### src/logic/csirq_pkg.sv
// package: constants and carrier types for the chip-select and interrupt steering glue
package csirq_pkg;
  localparam int          ADDR_W         = 10;
  localparam int          NUM_IRQ        = 8;
  localparam int          NUM_SRC        = 5;
  // interrupt selector codes, one nibble each
  localparam logic [3:0]  IRQ_SEL_NONE0  = 4'h0;
  localparam logic [3:0]  IRQ_SEL_NONE7  = 4'h7;
  localparam logic [3:0]  IRQ_SEL_LINE_H = 4'h8;
  localparam int          IRQ_LINE_H_IDX = 7;
  // alternate status low nibble
  localparam logic [3:0]  ALT_STAT_NIB   = 4'h6;
  // addresses the disk decoder never answers
  localparam logic [9:0]  DISK_SKIP_A    = 10'h377;
  localparam logic [9:0]  DISK_SKIP_B    = 10'h3f7;
  // general decode block sizes
  localparam logic [1:0]  GEN_SZ_1       = 2'h0;
  localparam logic [1:0]  GEN_SZ_8       = 2'h1;
  localparam logic [1:0]  GEN_SZ_16      = 2'h2;
  // shared-interrupt pulse length in device clocks
  localparam int          SHARE_PULSE_CYC = 1;
  localparam logic [3:0]  CFG_RST_SEL    = 4'h0;

  typedef enum logic [1:0] {
    CSIRQ_PIO_UNI = 2'b00,
    CSIRQ_PIO_ECP = 2'b01,
    CSIRQ_PIO_EPP = 2'b10,
    CSIRQ_PIO_OFF = 2'b11
  } csirq_pio_mode_e;

  typedef struct packed {
    logic [ADDR_W-1:0] addr;
    logic              aen;
  } csirq_bus_s;

  typedef struct packed {
    logic              disk_en;
    logic              alt_ir_sel;
    logic [ADDR_W-1:0] disk_cmd_base;
    logic [ADDR_W-1:0] disk_alt_base;
    logic [ADDR_W-1:0] joystick_base_config;
    logic [ADDR_W-1:0] gen_base;
    logic [1:0]        gen_size;
    logic              gen_en;
  } csirq_decode_cfg_s;

  // selectors: 0 fdc, 1 parallel, 2 serial1, 3 serial2, 4 external
  typedef struct packed {
    logic [NUM_SRC-1:0][3:0] sel;
    csirq_pio_mode_e         pio_mode;
  } csirq_irq_cfg_s;

  typedef struct packed {
    logic [NUM_IRQ-1:0] o;
    logic [NUM_IRQ-1:0] oe;
  } csirq_irq_pins_s;
endpackage

### src/logic/csirq_glue.sv
// chip-select decode, interrupt steering and output gating glue
// Functional notes
// - in extended parallel modes, parallel interrupt pulses low once, then releases
// - first disk select asserts for any of eight command-block addresses except 377h and 3f7h
// - second disk select asserts for the alternate status address
// - alternate infrared selection turns disk selects into second ir rx/tx
// - external interrupt goes to the configured one of lines a..f or h; line g is never selected
// - each line carries only the selected source, internal or external
// - power-good low floats every output except ring indicate and ir2 rx data, and freezes the shared-pulse state
// - joystick select low when address with aen low matches base
// - general decode low inside configured 1, 8 or 16 byte block
// - disk decoder ignores 377h and 3f7h
// - serial interrupts and ring indicate stay live regardless of power-down
// - disk enable low when disk enabled and address hits its registers
// - alternate status decoded only with low nibble 0110b
// - four-bit selector: 1..6 lines a..f, 8 line h, 0, 7 or 9..15 none
// - unselected interrupt lines float
`timescale 1ns/1ns
module csirq_glue
  import csirq_pkg::*;
(
  // clock and reset
  input  wire logic                       sys_clk,
  input  wire logic                       sys_rst,
  // power
  input  wire logic                       power_good,
  input  wire logic                       serial_power_down,
  // host bus
  input  wire csirq_pkg::csirq_bus_s      host_bus,
  // configuration
  input  wire csirq_pkg::csirq_decode_cfg_s decode_cfg,
  input  wire csirq_pkg::csirq_irq_cfg_s  irq_cfg,
  // interrupt sources
  input  wire logic                       fdc_irq,
  input  wire logic                       par_irq,
  input  wire logic                       ser1_irq,
  input  wire logic                       ser2_irq,
  input  wire logic                       external_irq_in,
  input  wire logic                       ring_indicate,
  // alternate infrared
  input  wire logic                       ir2_tx_data,
  output logic                            ir2_rx_data,
  // disk pins, two-way because of the infrared sharing
  input  wire logic                       cmd_pin_in,
  output logic                            disk_cmd_block_select_n,
  output logic                            disk_cmd_block_select_oe,
  output logic                            disk_alt_status_select_n,
  output logic                            disk_alt_status_select_oe,
  output logic                            disk_if_enable_n,
  output logic                            disk_if_enable_oe,
  // decode outputs
  output logic                            joystick_port_select_n,
  output logic                            joystick_port_select_oe,
  output logic                            general_decode_out_n,
  output logic                            general_decode_out_oe,
  // interrupt lines
  output csirq_pkg::csirq_irq_pins_s      irq_lines_a_to_h,
  output logic                            ring_indicate_out
);
  import csirq_pkg::*;

  logic pg_s;
  logic ext_irq_s;
  logic ir_rx_s;
  logic par_s;

  // external levels pass two flops before use
  csirq_sync u_sync_pg  (.sys_clk(sys_clk), .sys_rst(sys_rst), .d(power_good),      .q(pg_s));
  csirq_sync u_sync_ext (.sys_clk(sys_clk), .sys_rst(sys_rst), .d(external_irq_in), .q(ext_irq_s));
  csirq_sync u_sync_irx (.sys_clk(sys_clk), .sys_rst(sys_rst), .d(cmd_pin_in),      .q(ir_rx_s));
  csirq_sync u_sync_par (.sys_clk(sys_clk), .sys_rst(sys_rst), .d(par_irq),         .q(par_s));

  // ---------------- address decode, no clock in the path ----------------
  logic              host_io;
  logic              skip_addr;
  logic              hit_cmd;
  logic              hit_alt;
  logic              hit_joy;
  logic              hit_gen;
  logic [ADDR_W-1:0] a;

  assign a         = host_bus.addr;
  assign host_io   = !host_bus.aen;
  assign skip_addr = (a == DISK_SKIP_A) || (a == DISK_SKIP_B);
  assign hit_cmd   = host_io && decode_cfg.disk_en && !skip_addr
                     && (a[ADDR_W-1:3] == decode_cfg.disk_cmd_base[ADDR_W-1:3]);
  assign hit_alt   = host_io && decode_cfg.disk_en && !skip_addr
                     && (a[ADDR_W-1:4] == decode_cfg.disk_alt_base[ADDR_W-1:4])
                     && (a[3:0] == ALT_STAT_NIB);
  assign hit_joy   = host_io && (a == decode_cfg.joystick_base_config);

  always_comb begin
    hit_gen = 1'b0;
    if (host_io && decode_cfg.gen_en) begin
      case (decode_cfg.gen_size)
        GEN_SZ_1:  hit_gen = (a == decode_cfg.gen_base);
        GEN_SZ_8:  hit_gen = (a[ADDR_W-1:3] == decode_cfg.gen_base[ADDR_W-1:3]);
        GEN_SZ_16: hit_gen = (a[ADDR_W-1:4] == decode_cfg.gen_base[ADDR_W-1:4]);
        default:   hit_gen = 1'b0;
      endcase
    end
  end

  // disk pins swap to infrared when the alternate pins are chosen
  always_comb begin
    if (decode_cfg.alt_ir_sel) begin
      disk_cmd_block_select_n  = 1'b1;
      disk_cmd_block_select_oe = 1'b0;
      disk_alt_status_select_n = ir2_tx_data;
      disk_alt_status_select_oe = pg_s;
      disk_if_enable_n         = 1'b1;
      disk_if_enable_oe        = 1'b0;
    end else begin
      disk_cmd_block_select_n  = !hit_cmd;
      disk_cmd_block_select_oe = pg_s;
      disk_alt_status_select_n = !hit_alt;
      disk_alt_status_select_oe = pg_s;
      disk_if_enable_n         = !(hit_cmd || hit_alt);
      disk_if_enable_oe        = pg_s;
    end
  end

  // receive only counts while the pin is an input
  assign ir2_rx_data = decode_cfg.alt_ir_sel ? ir_rx_s : 1'b0;

  assign joystick_port_select_n  = !hit_joy;
  assign joystick_port_select_oe = pg_s;
  assign general_decode_out_n    = !hit_gen;
  assign general_decode_out_oe   = pg_s;

  // ---------------- shared parallel interrupt pulse ----------------
  typedef enum logic [1:0] {
    CSIRQ_SH_IDLE  = 2'b00,
    CSIRQ_SH_PULSE = 2'b01,
    CSIRQ_SH_WAIT  = 2'b10
  } csirq_share_e;

  csirq_share_e share_q;
  logic         pulse_act;
  logic         shared_mode;

  assign shared_mode = (irq_cfg.pio_mode == CSIRQ_PIO_ECP) || (irq_cfg.pio_mode == CSIRQ_PIO_EPP);

  // state freezes while power is bad so nothing is lost
  always_ff @(posedge sys_clk or posedge sys_rst) begin
    if (sys_rst) begin
      share_q <= CSIRQ_SH_IDLE;
    end else if (pg_s) begin
      case (share_q)
        CSIRQ_SH_IDLE:  if (shared_mode && par_s) share_q <= CSIRQ_SH_PULSE;
        CSIRQ_SH_PULSE: share_q <= CSIRQ_SH_WAIT;
        CSIRQ_SH_WAIT:  if (!par_s) share_q <= CSIRQ_SH_IDLE;
        default:        share_q <= CSIRQ_SH_IDLE;
      endcase
    end
  end

  assign pulse_act = (share_q == CSIRQ_SH_PULSE);

  // ---------------- interrupt steering ----------------
  logic [NUM_SRC-1:0] src_lvl;
  logic [NUM_SRC-1:0] src_share;
  logic [NUM_IRQ-1:0] sel_hot;

  always_comb begin
    src_lvl   = {ext_irq_s, ser2_irq, ser1_irq, par_s, fdc_irq};
    src_share = {NUM_SRC{1'b0}};
    src_share[1] = shared_mode;
  end

  function automatic logic [NUM_IRQ-1:0] sel_decode(input logic [3:0] sel);
    logic [NUM_IRQ-1:0] hot;
    hot = {NUM_IRQ{1'b0}};
    if (sel == IRQ_SEL_LINE_H) begin
      hot[IRQ_LINE_H_IDX] = 1'b1;
    end else if (sel != IRQ_SEL_NONE0 && sel != IRQ_SEL_NONE7 && sel < IRQ_SEL_NONE7) begin
      hot[sel[2:0] - 3'h1] = 1'b1;
    end
    return hot;
  endfunction

  // serial sources are never gated by power-down; ring indicate passes straight on
  assign ring_indicate_out = ring_indicate;

  always_comb begin
    irq_lines_a_to_h.o  = {NUM_IRQ{1'b0}};
    irq_lines_a_to_h.oe = {NUM_IRQ{1'b0}};
    sel_hot             = {NUM_IRQ{1'b0}};
    // later sources overwrite earlier ones, so the highest source index wins a shared line
    for (int s = 0; s < NUM_SRC; s++) begin
      sel_hot = sel_decode(irq_cfg.sel[s]);
      for (int l = 0; l < NUM_IRQ; l++) begin
        if (sel_hot[l]) begin
          if (src_share[s]) begin
            irq_lines_a_to_h.o[l]  = 1'b0;
            irq_lines_a_to_h.oe[l] = pulse_act && pg_s;
          end else begin
            irq_lines_a_to_h.o[l]  = src_lvl[s];
            irq_lines_a_to_h.oe[l] = pg_s;
          end
        end
      end
    end
  end

  logic unused_pd;
  assign unused_pd = serial_power_down;
endmodule // csirq_glue

### src/logic/csirq_sync.sv
// two-flop synchroniser for one level from outside the clock domain
`timescale 1ns/1ns
module csirq_sync (
  // clock and reset
  input  wire logic sys_clk,
  input  wire logic sys_rst,
  // level
  input  wire logic d,
  output logic      q
);
  logic meta_q;

  always_ff @(posedge sys_clk or posedge sys_rst) begin
    if (sys_rst) begin
      meta_q <= 1'b0;
      q      <= 1'b0;
    end else begin
      meta_q <= d;
      q      <= meta_q;
    end
  end
endmodule // csirq_sync

### config.mk
export PLATFORM = sky130hd
export DESIGN_NAME = csirq_glue
export DESIGN_NICKNAME = d
export VERILOG_FILES = /design/src/logic/csirq_pkg.sv /design/src/logic/csirq_glue.sv /design/src/logic/csirq_sync.sv
export SDC_FILE = /design/constraint.sdc
export NUM_CORES = 1
export LEC_CHECK = 0
export ABC_AREA = 0
export BUFFER_PORTS_ARGS = -buffer_cell sky130_fd_sc_hd__buf_2
export CAP_MARGIN = 20
export CORE_ASPECT_RATIO = 1.5
export CORE_MARGIN = 2
export CORE_UTILIZATION = 42
export CTS_CLUSTER_DIAMETER = 200
export CTS_CLUSTER_SIZE = 16
export DETAILED_ROUTE_END_ITERATION = 7
export PLACE_DENSITY = 0.79
export SLEW_MARGIN = 10
export SYNTH_ARGS = -nofsm -noshare
export SYNTH_HDL_FRONTEND = slang
export SYNTH_SLANG_ARGS = --single-unit
### constraint.sdc
create_clock -name sys_clk -period 2.4 [get_ports sys_clk]
set_input_delay 0.48 -clock sys_clk [delete_from_list [all_inputs] [get_ports sys_clk]]
set_output_delay 0.48 -clock sys_clk [all_outputs]
set_load 0.05 [all_outputs]
Word-level counts from Yosys, hierarchy flattened. Cells that the tools add are included.

Bits in writable memories: 0. Memories: 0. ROM bits: 0. Bits in registers: 10. Latch bits: 0. Input bits: 90. Word-level logic and storage cells: 215.

Bitwise gates (word level): 0. Reductions and logical operators: 42. Order comparisons: 15. Divide/modulo/power cells: 0. Multipliers: 0. Shift-type cells: 0. Equal/unequal tests: 27. $add $sub $neg: 5. Muxes and demuxes: 117.

Operators by type and width (count): 2-to-1 mux 1 bit (98); 2-to-1 mux 8 bit (5); 2-to-1 mux 7 bit (5); logical AND 1 bit (24); equality test 10 bit (2); equality test 10 bit (second input constant) (2); equality test 4 bit (second input constant) (5); < comparator 3 x 4 -> 1 bit (second input constant) (5); < comparator 4 x 3 -> 1 bit (second input constant) (5); != test 4 x 3 -> 1 bit (second input constant) (5); nonzero test 4 bit (5); demux 1 bit (select 3 bit) (5); >= comparator 3 x 1 -> 1 bit (second input constant) (5); subtractor 3 x 1 -> 3 bit (second input constant) (5); equality test 7 bit (2); equality test 6 bit (2); logical NOT 1 bit (7); equality test 2 x 1 -> 1 bit (second input constant) (3); equality test 2 bit (second input constant) (3); case mux 2 bit (3 select lines) (1); equality test 4 x 3 -> 1 bit (second input constant) (1); logical NOT 2 bit (2); 2-to-1 mux 2 bit (2); != test 2 bit (second input constant) (2); other kinds (3) (5).

Depth between registers and ports, before layout. Gate-level depths: netlist (run 1).

Depth in word-level cells: 12. Mapped depth: 8. Mapped depth without buffers: 7.

Modules after synthesis. From an unflattened synthesis (run 1), not the netlist that was laid out.

Cell total of the unflattened synthesis: 288. Area total of the unflattened synthesis: 2079.5 µm².

By module, submodules not included: csirq_glue (seq. area each 50.0 µm², area each 1864.3 µm², times used 1, cells an instance 276); csirq_sync (seq. area each 50.0 µm², area each 53.8 µm², times used 4, cells an instance 3).

Worst setup path after synthesis (run 1). Ideal clock, no wire load.

Path kind: input port to output port. From: in irq_cfg[10] (netlist name). To: out irq_lines_a_to_h[11] (netlist name). Cell stages on the path: 6. Data required time: 1920 ps. Arrival time: 2625 ps. Path buffers: 0. Slack: -705 ps. Cell sequence: inv_1 -> ha_1 -> and3b_1 -> o21ai_0 -> or3_1 -> o311ai_1.

RTL lines: start, declared (line csirq_glue.sv:32) `input wire csirq_pkg::csirq_irq_cfg_s irq_cfg,`; end, declared (line csirq_glue.sv:57) `output csirq_pkg::csirq_irq_pins_s irq_lines_a_to_h,`.

==> impl_metrics.toml, run 1 <==
[synth]
ys_ff_latch = 10
synth.distinct_cells = 68
synth_area_um2 = 2150
synthFlopType = "dfrtp_1"
async_flop_share_pct = 100
synthCells = 284
synth_edf_count = 0
ys_warn_count = 0
syn_avg_cell_area_um2 = 7.56
synth_fp_nets = 384
ys_seq_area_share_pct = 11.6

[global_routing]
grt_pass1_wl_mm = 13.6
grt_util_met2_pct = 55.7
grt_use_met1_pct = 29.2
grt.overflow.total = 0
antenna_found_initial = 0
use_met3_pct = 3.10
grt_pass1_vias = 3013
top_usage_layer = "met2"
grt_usage_pct = 28.3
grt_max_degree = 16

[setup_path]
critPathCaptureType = "output pin"
r2r_cells = 2
path_max_fanout = 3
cpMaxStageDelayCell = "a2111oi_4"
cp.buffers_inverters = 3
crit_required_ps = 1920
criticalPathCategory = "in -> out"
r2r_slack_ps = 1060
r2r-end = "share_q[0]"
crit_path_cell_trace = "buf_12 > ha_4 > nand3b_1 > buf_4 > a2111oi_4 > mux2i_1 > o2111ai_2 > o311ai_4 > buf_6"
crit_start = "irq_cfg[6]"
endpoint = "irq_lines_a_to_h[11]"
timing.rr.start = "u_sync_pg.q"
cp_top_family = "compound AO/OA/AOI/OAI gates"
cp_num_cells = 9
start_kind = "input port"
slowest_delay_ps = 350
cp.arrival_ps = 2260

[power]
power.switching_w = 0.000497
sw_frac_of_total_pct = 43.4
clockPowerShare_pct = 14.6
ir_drop_uv = 303
p_seq_share_pct = 17.0
p_leak_nw = 1.76
comb_power_share_pct = 68.4
power_w = 0.00114
p_per_area_nw_per_um2 = 289
internal-power_w = 0.000648

[die]
start_util_pct = 44.0
die_w_um = 62.4
io_pins = 118
rows = 31
dieArea_um2 = 5720
die_h_um = 91.6
coreArea_um2 = 4890

[drt]
drt_iter0_drc = 145
vias = 3023
post-route-drc-count = 0
first_pass_iters = 5
wl_mm = 9.52
wl_per_cell_um = 18.6
ant_nets = 0
viasPerCell = 5.92

[timing]
hold_slack_ps = 215
rsz0062_at_grt = "yes"
drv_slew = 0
timing.final.ws_setup_ps = -339
tightestPinTransition_ps = 632
skew_ps = 2.23
finalSetupViolCount = 16
final.setup.tns_ps = -3650
final-hold-violation-count = 0
post-route-period-util_pct = 114
slew-limit-headroom_pct = 57.8
fmax_ghz = 0.365
final.min_clock_period_ps = 2740

[cts]
cts_made_buffers = 3
root_buffer = "clkbuf_8"
clock_path_buffers = 2
cts_sinks = 10
worst_skew_pair.late_latency_ps = 230
cts_tree = "built"
htree_levels = 1
ctsHoldBuffers = 0
cts.clk_slew.worst_paths_ps = 50

[cells_and_area]
fill_cells = 302
nNetsFinal = 547
antennaDiodeCount = 0
layout-drive-gt1-share_pct = 58.0
syn_to_final_growth_pct = 84.7
final_util_pct = 81.2

[placed_design]
hpwl_mm = 6.16
pre_cts_slack_ps = -479
gp_congestion = 0.842
portBuffers = 107

[min_path]
worstHoldPathType = "in -> async"

[job]
cap_violations = 0

[outcome]
violations = "setup timing"
status = "finished with violations"
power groups by stage:
stage               logic [W]  registers, W  clock network (W)
finish               0.000783      0.000195           0.000167
global route         0.000827      0.000197           0.000176
floorplan            0.000384      0.000194                  0
detailed placement   0.000622      0.000196                  0
global placement     0.000606      0.000194                  0
CTS                  0.000715      0.000193           0.000168
cell type report:
type                       count  area (um^2)  area share, %
clock buffer                   3         41.3           1.04
timing repair buffer         170         1230           30.9
inverter                      19          116           2.93
sequential                    10          250           6.31
tap                           66         82.6           2.08
multi-input combinational    243         2250           56.7
cells in the mapped netlist (6+ instances only):
master	n	area (um^2)
ha_1	10	125
dfrtp_1	10	250
clkbuf_1	7	26.3
inv_1	19	71.3
xor2_1	22	193
mux2i_1	13	130
nor3_1	6	30.0
nand3b_1	7	52.6
nor2_1	20	75.1
nor4_1	6	37.5
xnor2_1	12	105
nor2b_1	6	37.5
o21ai_0	12	60.1
nand2_1	27	101
nand3_1	10	50.1
kinds of logic after synthesis:
family	after synthesis	share of synthesized area (%)
mux	13	6.06
buf+inv	31	6.17
simple gates	123	33.8
compound gates	63	22.7
xor+xnor	34	13.9
flops	10	11.6
fa+ha+maj	10	5.82
worst reg2reg max path, stage by stage, from the launching register on:
cell     delay [ps]
dfrtp_1         740
nand2_1         150
o32ai_1         340
state kept, by name, indices dropped and copies added, names as in the netlist:
| signal | count |
|---|---|
| share_q | 2 |
| u_sync_ext.meta_q | 1 |
| u_sync_ext.q | 1 |
| u_sync_irx.meta_q | 1 |
| u_sync_irx.q | 1 |
| u_sync_par.meta_q | 1 |
| u_sync_par.q | 1 |
| u_sync_pg.meta_q | 1 |
| u_sync_pg.q | 1 |
metrics by stage:
step / area (um^2) / instances
after CTS: 3800 / 509
after global placement: 3320 / 499
after floorplan: 2360 / 284
final: 3970 / 511
after global routing: 3970 / 511
after detailed placement: 3320 / 499
worst min path at each step:
stage / end / slack [ps] / cells past startpoint
after global placement: u_sync_par.q / 330 / 0
after floorplan: share_q[0] / 320 / 1
final: u_sync_ext.q / 210 / 2
after detailed placement: u_sync_ext.q / 330 / 0
after global routing: u_sync_pg.meta_q / 260 / 2
after CTS: u_sync_pg.meta_q / 230 / 2
cells in the final DEF, fill, tap and decap left out, types with 4 or more instances in the layout:
cell type	n
nand2b_1	4
nand3b_1	7
nor3_1	5
dfrtp_1	10
buf_8	9
nand3_1	10
buf_2	84
buf_4	59
inv_1	12
nor4_1	6
mux2i_2	5
nand2_1	25
o21ai_0	7
ha_4	7
a21oi_2	4
buf_6	15
xor2_1	22
xnor2_1	12
nor2_1	16
mux2i_1	8
per-layer routing:
layer / up-vias / part of all wire (%)
li1: 1369 / -
met1: 1407 / 34
met2: 188 / 53
met3: 59 / 7.5
met4: 0 / 5.6
met5: - / 0
timing repair:
action / in CTS / in global routing
resized for setup: 90 / 36
setup buffers: 7 / 2
setup endpoints to repair: 16 / 16
pin swaps: 24 / 19
cloned: 0 / 0
No activity file was read; power rests on OpenSTA's default activity.
==> run 2: changes to the inputs <==
--- a/config.mk
+++ b/config.mk
@@ -10,11 +10,11 @@
 export CAP_MARGIN = 20
 export CORE_ASPECT_RATIO = 1.5
 export CORE_MARGIN = 2
-export CORE_UTILIZATION = 42
+export CORE_UTILIZATION = 37
 export CTS_CLUSTER_DIAMETER = 200
 export CTS_CLUSTER_SIZE = 16
 export DETAILED_ROUTE_END_ITERATION = 7
-export PLACE_DENSITY = 0.79
+export PLACE_DENSITY = 0.71
 export SLEW_MARGIN = 10
 export SYNTH_ARGS = -nofsm -noshare
 export SYNTH_HDL_FRONTEND = slang
==> run 2 against run 1 <==
  * Setup slack improved by 19 ps
  * Largest power group unchanged
  * The run still ends with setup timing left
  * Flip-flop and latch count unchanged
  * Cell count increased by 0.98%
  * Register-to-register slack improved by 130 ps
  * Clock power increased by 20%
  * Wire length decreased by 14%
  * Combinational power decreased by 4.3%
  * Maximum frequency increased by 0.69%
==> impl_metrics.toml, run 2 (same netlist as run 1, synthesis figures left out) <==
[outcome]
status = "finished with violations"
violations = "setup timing"

[setup_path]
crit_start = "irq_cfg[6]"
endpoint = "irq_lines_a_to_h[2]"
cp.arrival_ps = 2240
crit_path_cell_trace = "buf_12 > inv_12 > ha_4 > or2_4 > a2111o_1 > nand4b_1 > o21ai_2 > o41a_4 > buf_8"
path_max_fanout = 4
r2r_slack_ps = 1190
crit_required_ps = 1920
slowest_delay_ps = 470
timing.rr.start = "u_sync_pg.q"
cp.buffers_inverters = 3
critPathCaptureType = "output pin"
cp_num_cells = 9
criticalPathCategory = "in -> out"
r2r_cells = 2
cpMaxStageDelayCell = "a2111o_1"
r2r-end = "share_q[0]"
start_kind = "input port"
cp_top_family = "compound AO/OA/AOI/OAI gates"

[global_routing]
grt_pass1_vias = 3038
grt.overflow.total = 0
grt_pass1_wl_mm = 13.5
grt_max_degree = 16
grt_usage_pct = 25.9
antenna_found_initial = 0

[power]
power.switching_w = 0.000471
power_w = 0.00114
comb_power_share_pct = 65.6
p_per_area_nw_per_um2 = 293
internal-power_w = 0.000671
ir_drop_uv = 257
p_leak_nw = 1.74
clockPowerShare_pct = 17.5
sw_frac_of_total_pct = 41.2
p_seq_share_pct = 16.9

[placed_design]
portBuffers = 107
gp_congestion = 0.837
pre_cts_slack_ps = -479
postPlaceCellArea_um2 = 3320
hpwl_mm = 6.36
place_inst = 504

[cells_and_area]
final_common_cell = "buf_2"
syn_to_final_growth_pct = 81.7
layout_common_cells = "buf_2 (85), buf_4 (56), nand2_1 (27)"
layout-drive-gt1-share_pct = 55.9
final_area_um2 = 3900
largest_reg_flops = 2
fill_cells = 435
finalNonFillerCells = 516
nNetsFinal = 545
largest-register = "share_q"
antennaDiodeCount = 0

[timing]
post-route-period-util_pct = 113
timing.final.ws_setup_ps = -320
hold_slack_ps = 209
tightestPinTransition_ps = 551
slew-limit-headroom_pct = 63.3
finalSetupViolCount = 16
drv_slew = 0
skew_ps = 1.33
fmax_ghz = 0.368
rsz0062_at_grt = "yes"
final-hold-violation-count = 0
final.min_clock_period_ps = 2720

[die]
io_pins = 118
die_h_um = 97.3
coreArea_um2 = 5700
start_util_pct = 37.7
dieArea_um2 = 6440
die_w_um = 66.2
rows = 34

[drt]
post-route-drc-count = 0
wl_per_cell_um = 15.8
viasPerCell = 5.58
vias = 2881
first_pass_iters = 4
wl_mm = 8.17
ant_nets = 0
drt_iter0_drc = 111

[cts]
root_buffer = "clkbuf_8"
cts_made_buffers = 3
worst_skew_pair.late_latency_ps = 230
clock_path_buffers = 2
cts_tree = "built"
cts_sinks = 10
cts.clk_slew.worst_paths_ps = 40
htree_levels = 1

[job]
cap_violations = 0

[min_path]
worstHoldPathType = "in -> async"
-- run 2: worst min-delay path by stage --
stage                      startpoint                end  slack [ps]  cells past startpoint
detailed placement  u_sync_par.meta_q       u_sync_par.q         340                      0
CTS                           sys_rst       u_sync_ext.q         220                      2
global placement    u_sync_ext.meta_q       u_sync_ext.q         330                      0
finish                        sys_rst  u_sync_par.meta_q         210                      2
floorplan                     sys_rst         share_q[0]         320                      1
global route                  sys_rst         share_q[0]         240                      2
-- run 2: power groups by stage --
stage               sequential, W  clock [W]  combinational [W]
finish                   0.000193   0.000200           0.000749
global route             0.000194   0.000219           0.000804
CTS                      0.000193   0.000207           0.000718
detailed placement       0.000195          0           0.000622
global placement         0.000195          0           0.000609
floorplan                0.000194          0           0.000384
-- run 2: metrics by stage --
step / util, % / setup TNS, ps
floorplan: - / -982
global placement: 58.3 / -5440
detailed placement: 58.3 / -5910
CTS: 66.7 / -2750
global route: 68.5 / -4020
finish: 68.5 / -3090
-- run 2: area by class of cell --
type	count	area [um^2]	area share, %
clock buffer	4	55.1	1.41
inverter	19	114	2.92
multi-input combinational	243	2190	56.2
sequential	10	250	6.41
tap	72	90.1	2.31
timing repair buffer	168	1200	30.8
-- run 2: what timing repair did --
item	CTS	global route
pin swaps	24	22
buffers inserted	6	2
hold buffers	0	0
resized for setup	91	18
endpoints found under the setup margin	16	16
-- run 2: worst reg2reg max path: stages, from the launching register on --
cell     delay (ps)
dfrtp_1         680
nand2_1         140
o32ai_1         290
-- run 2: per-layer routing --
metal,vias up,global-route usage (%),wire [um]
met5,-,0,0
met1,1348,26.7,2760
li1,1368,-,-
met3,24,2.09,552
met2,141,50.9,4560
met4,0,10.0,296
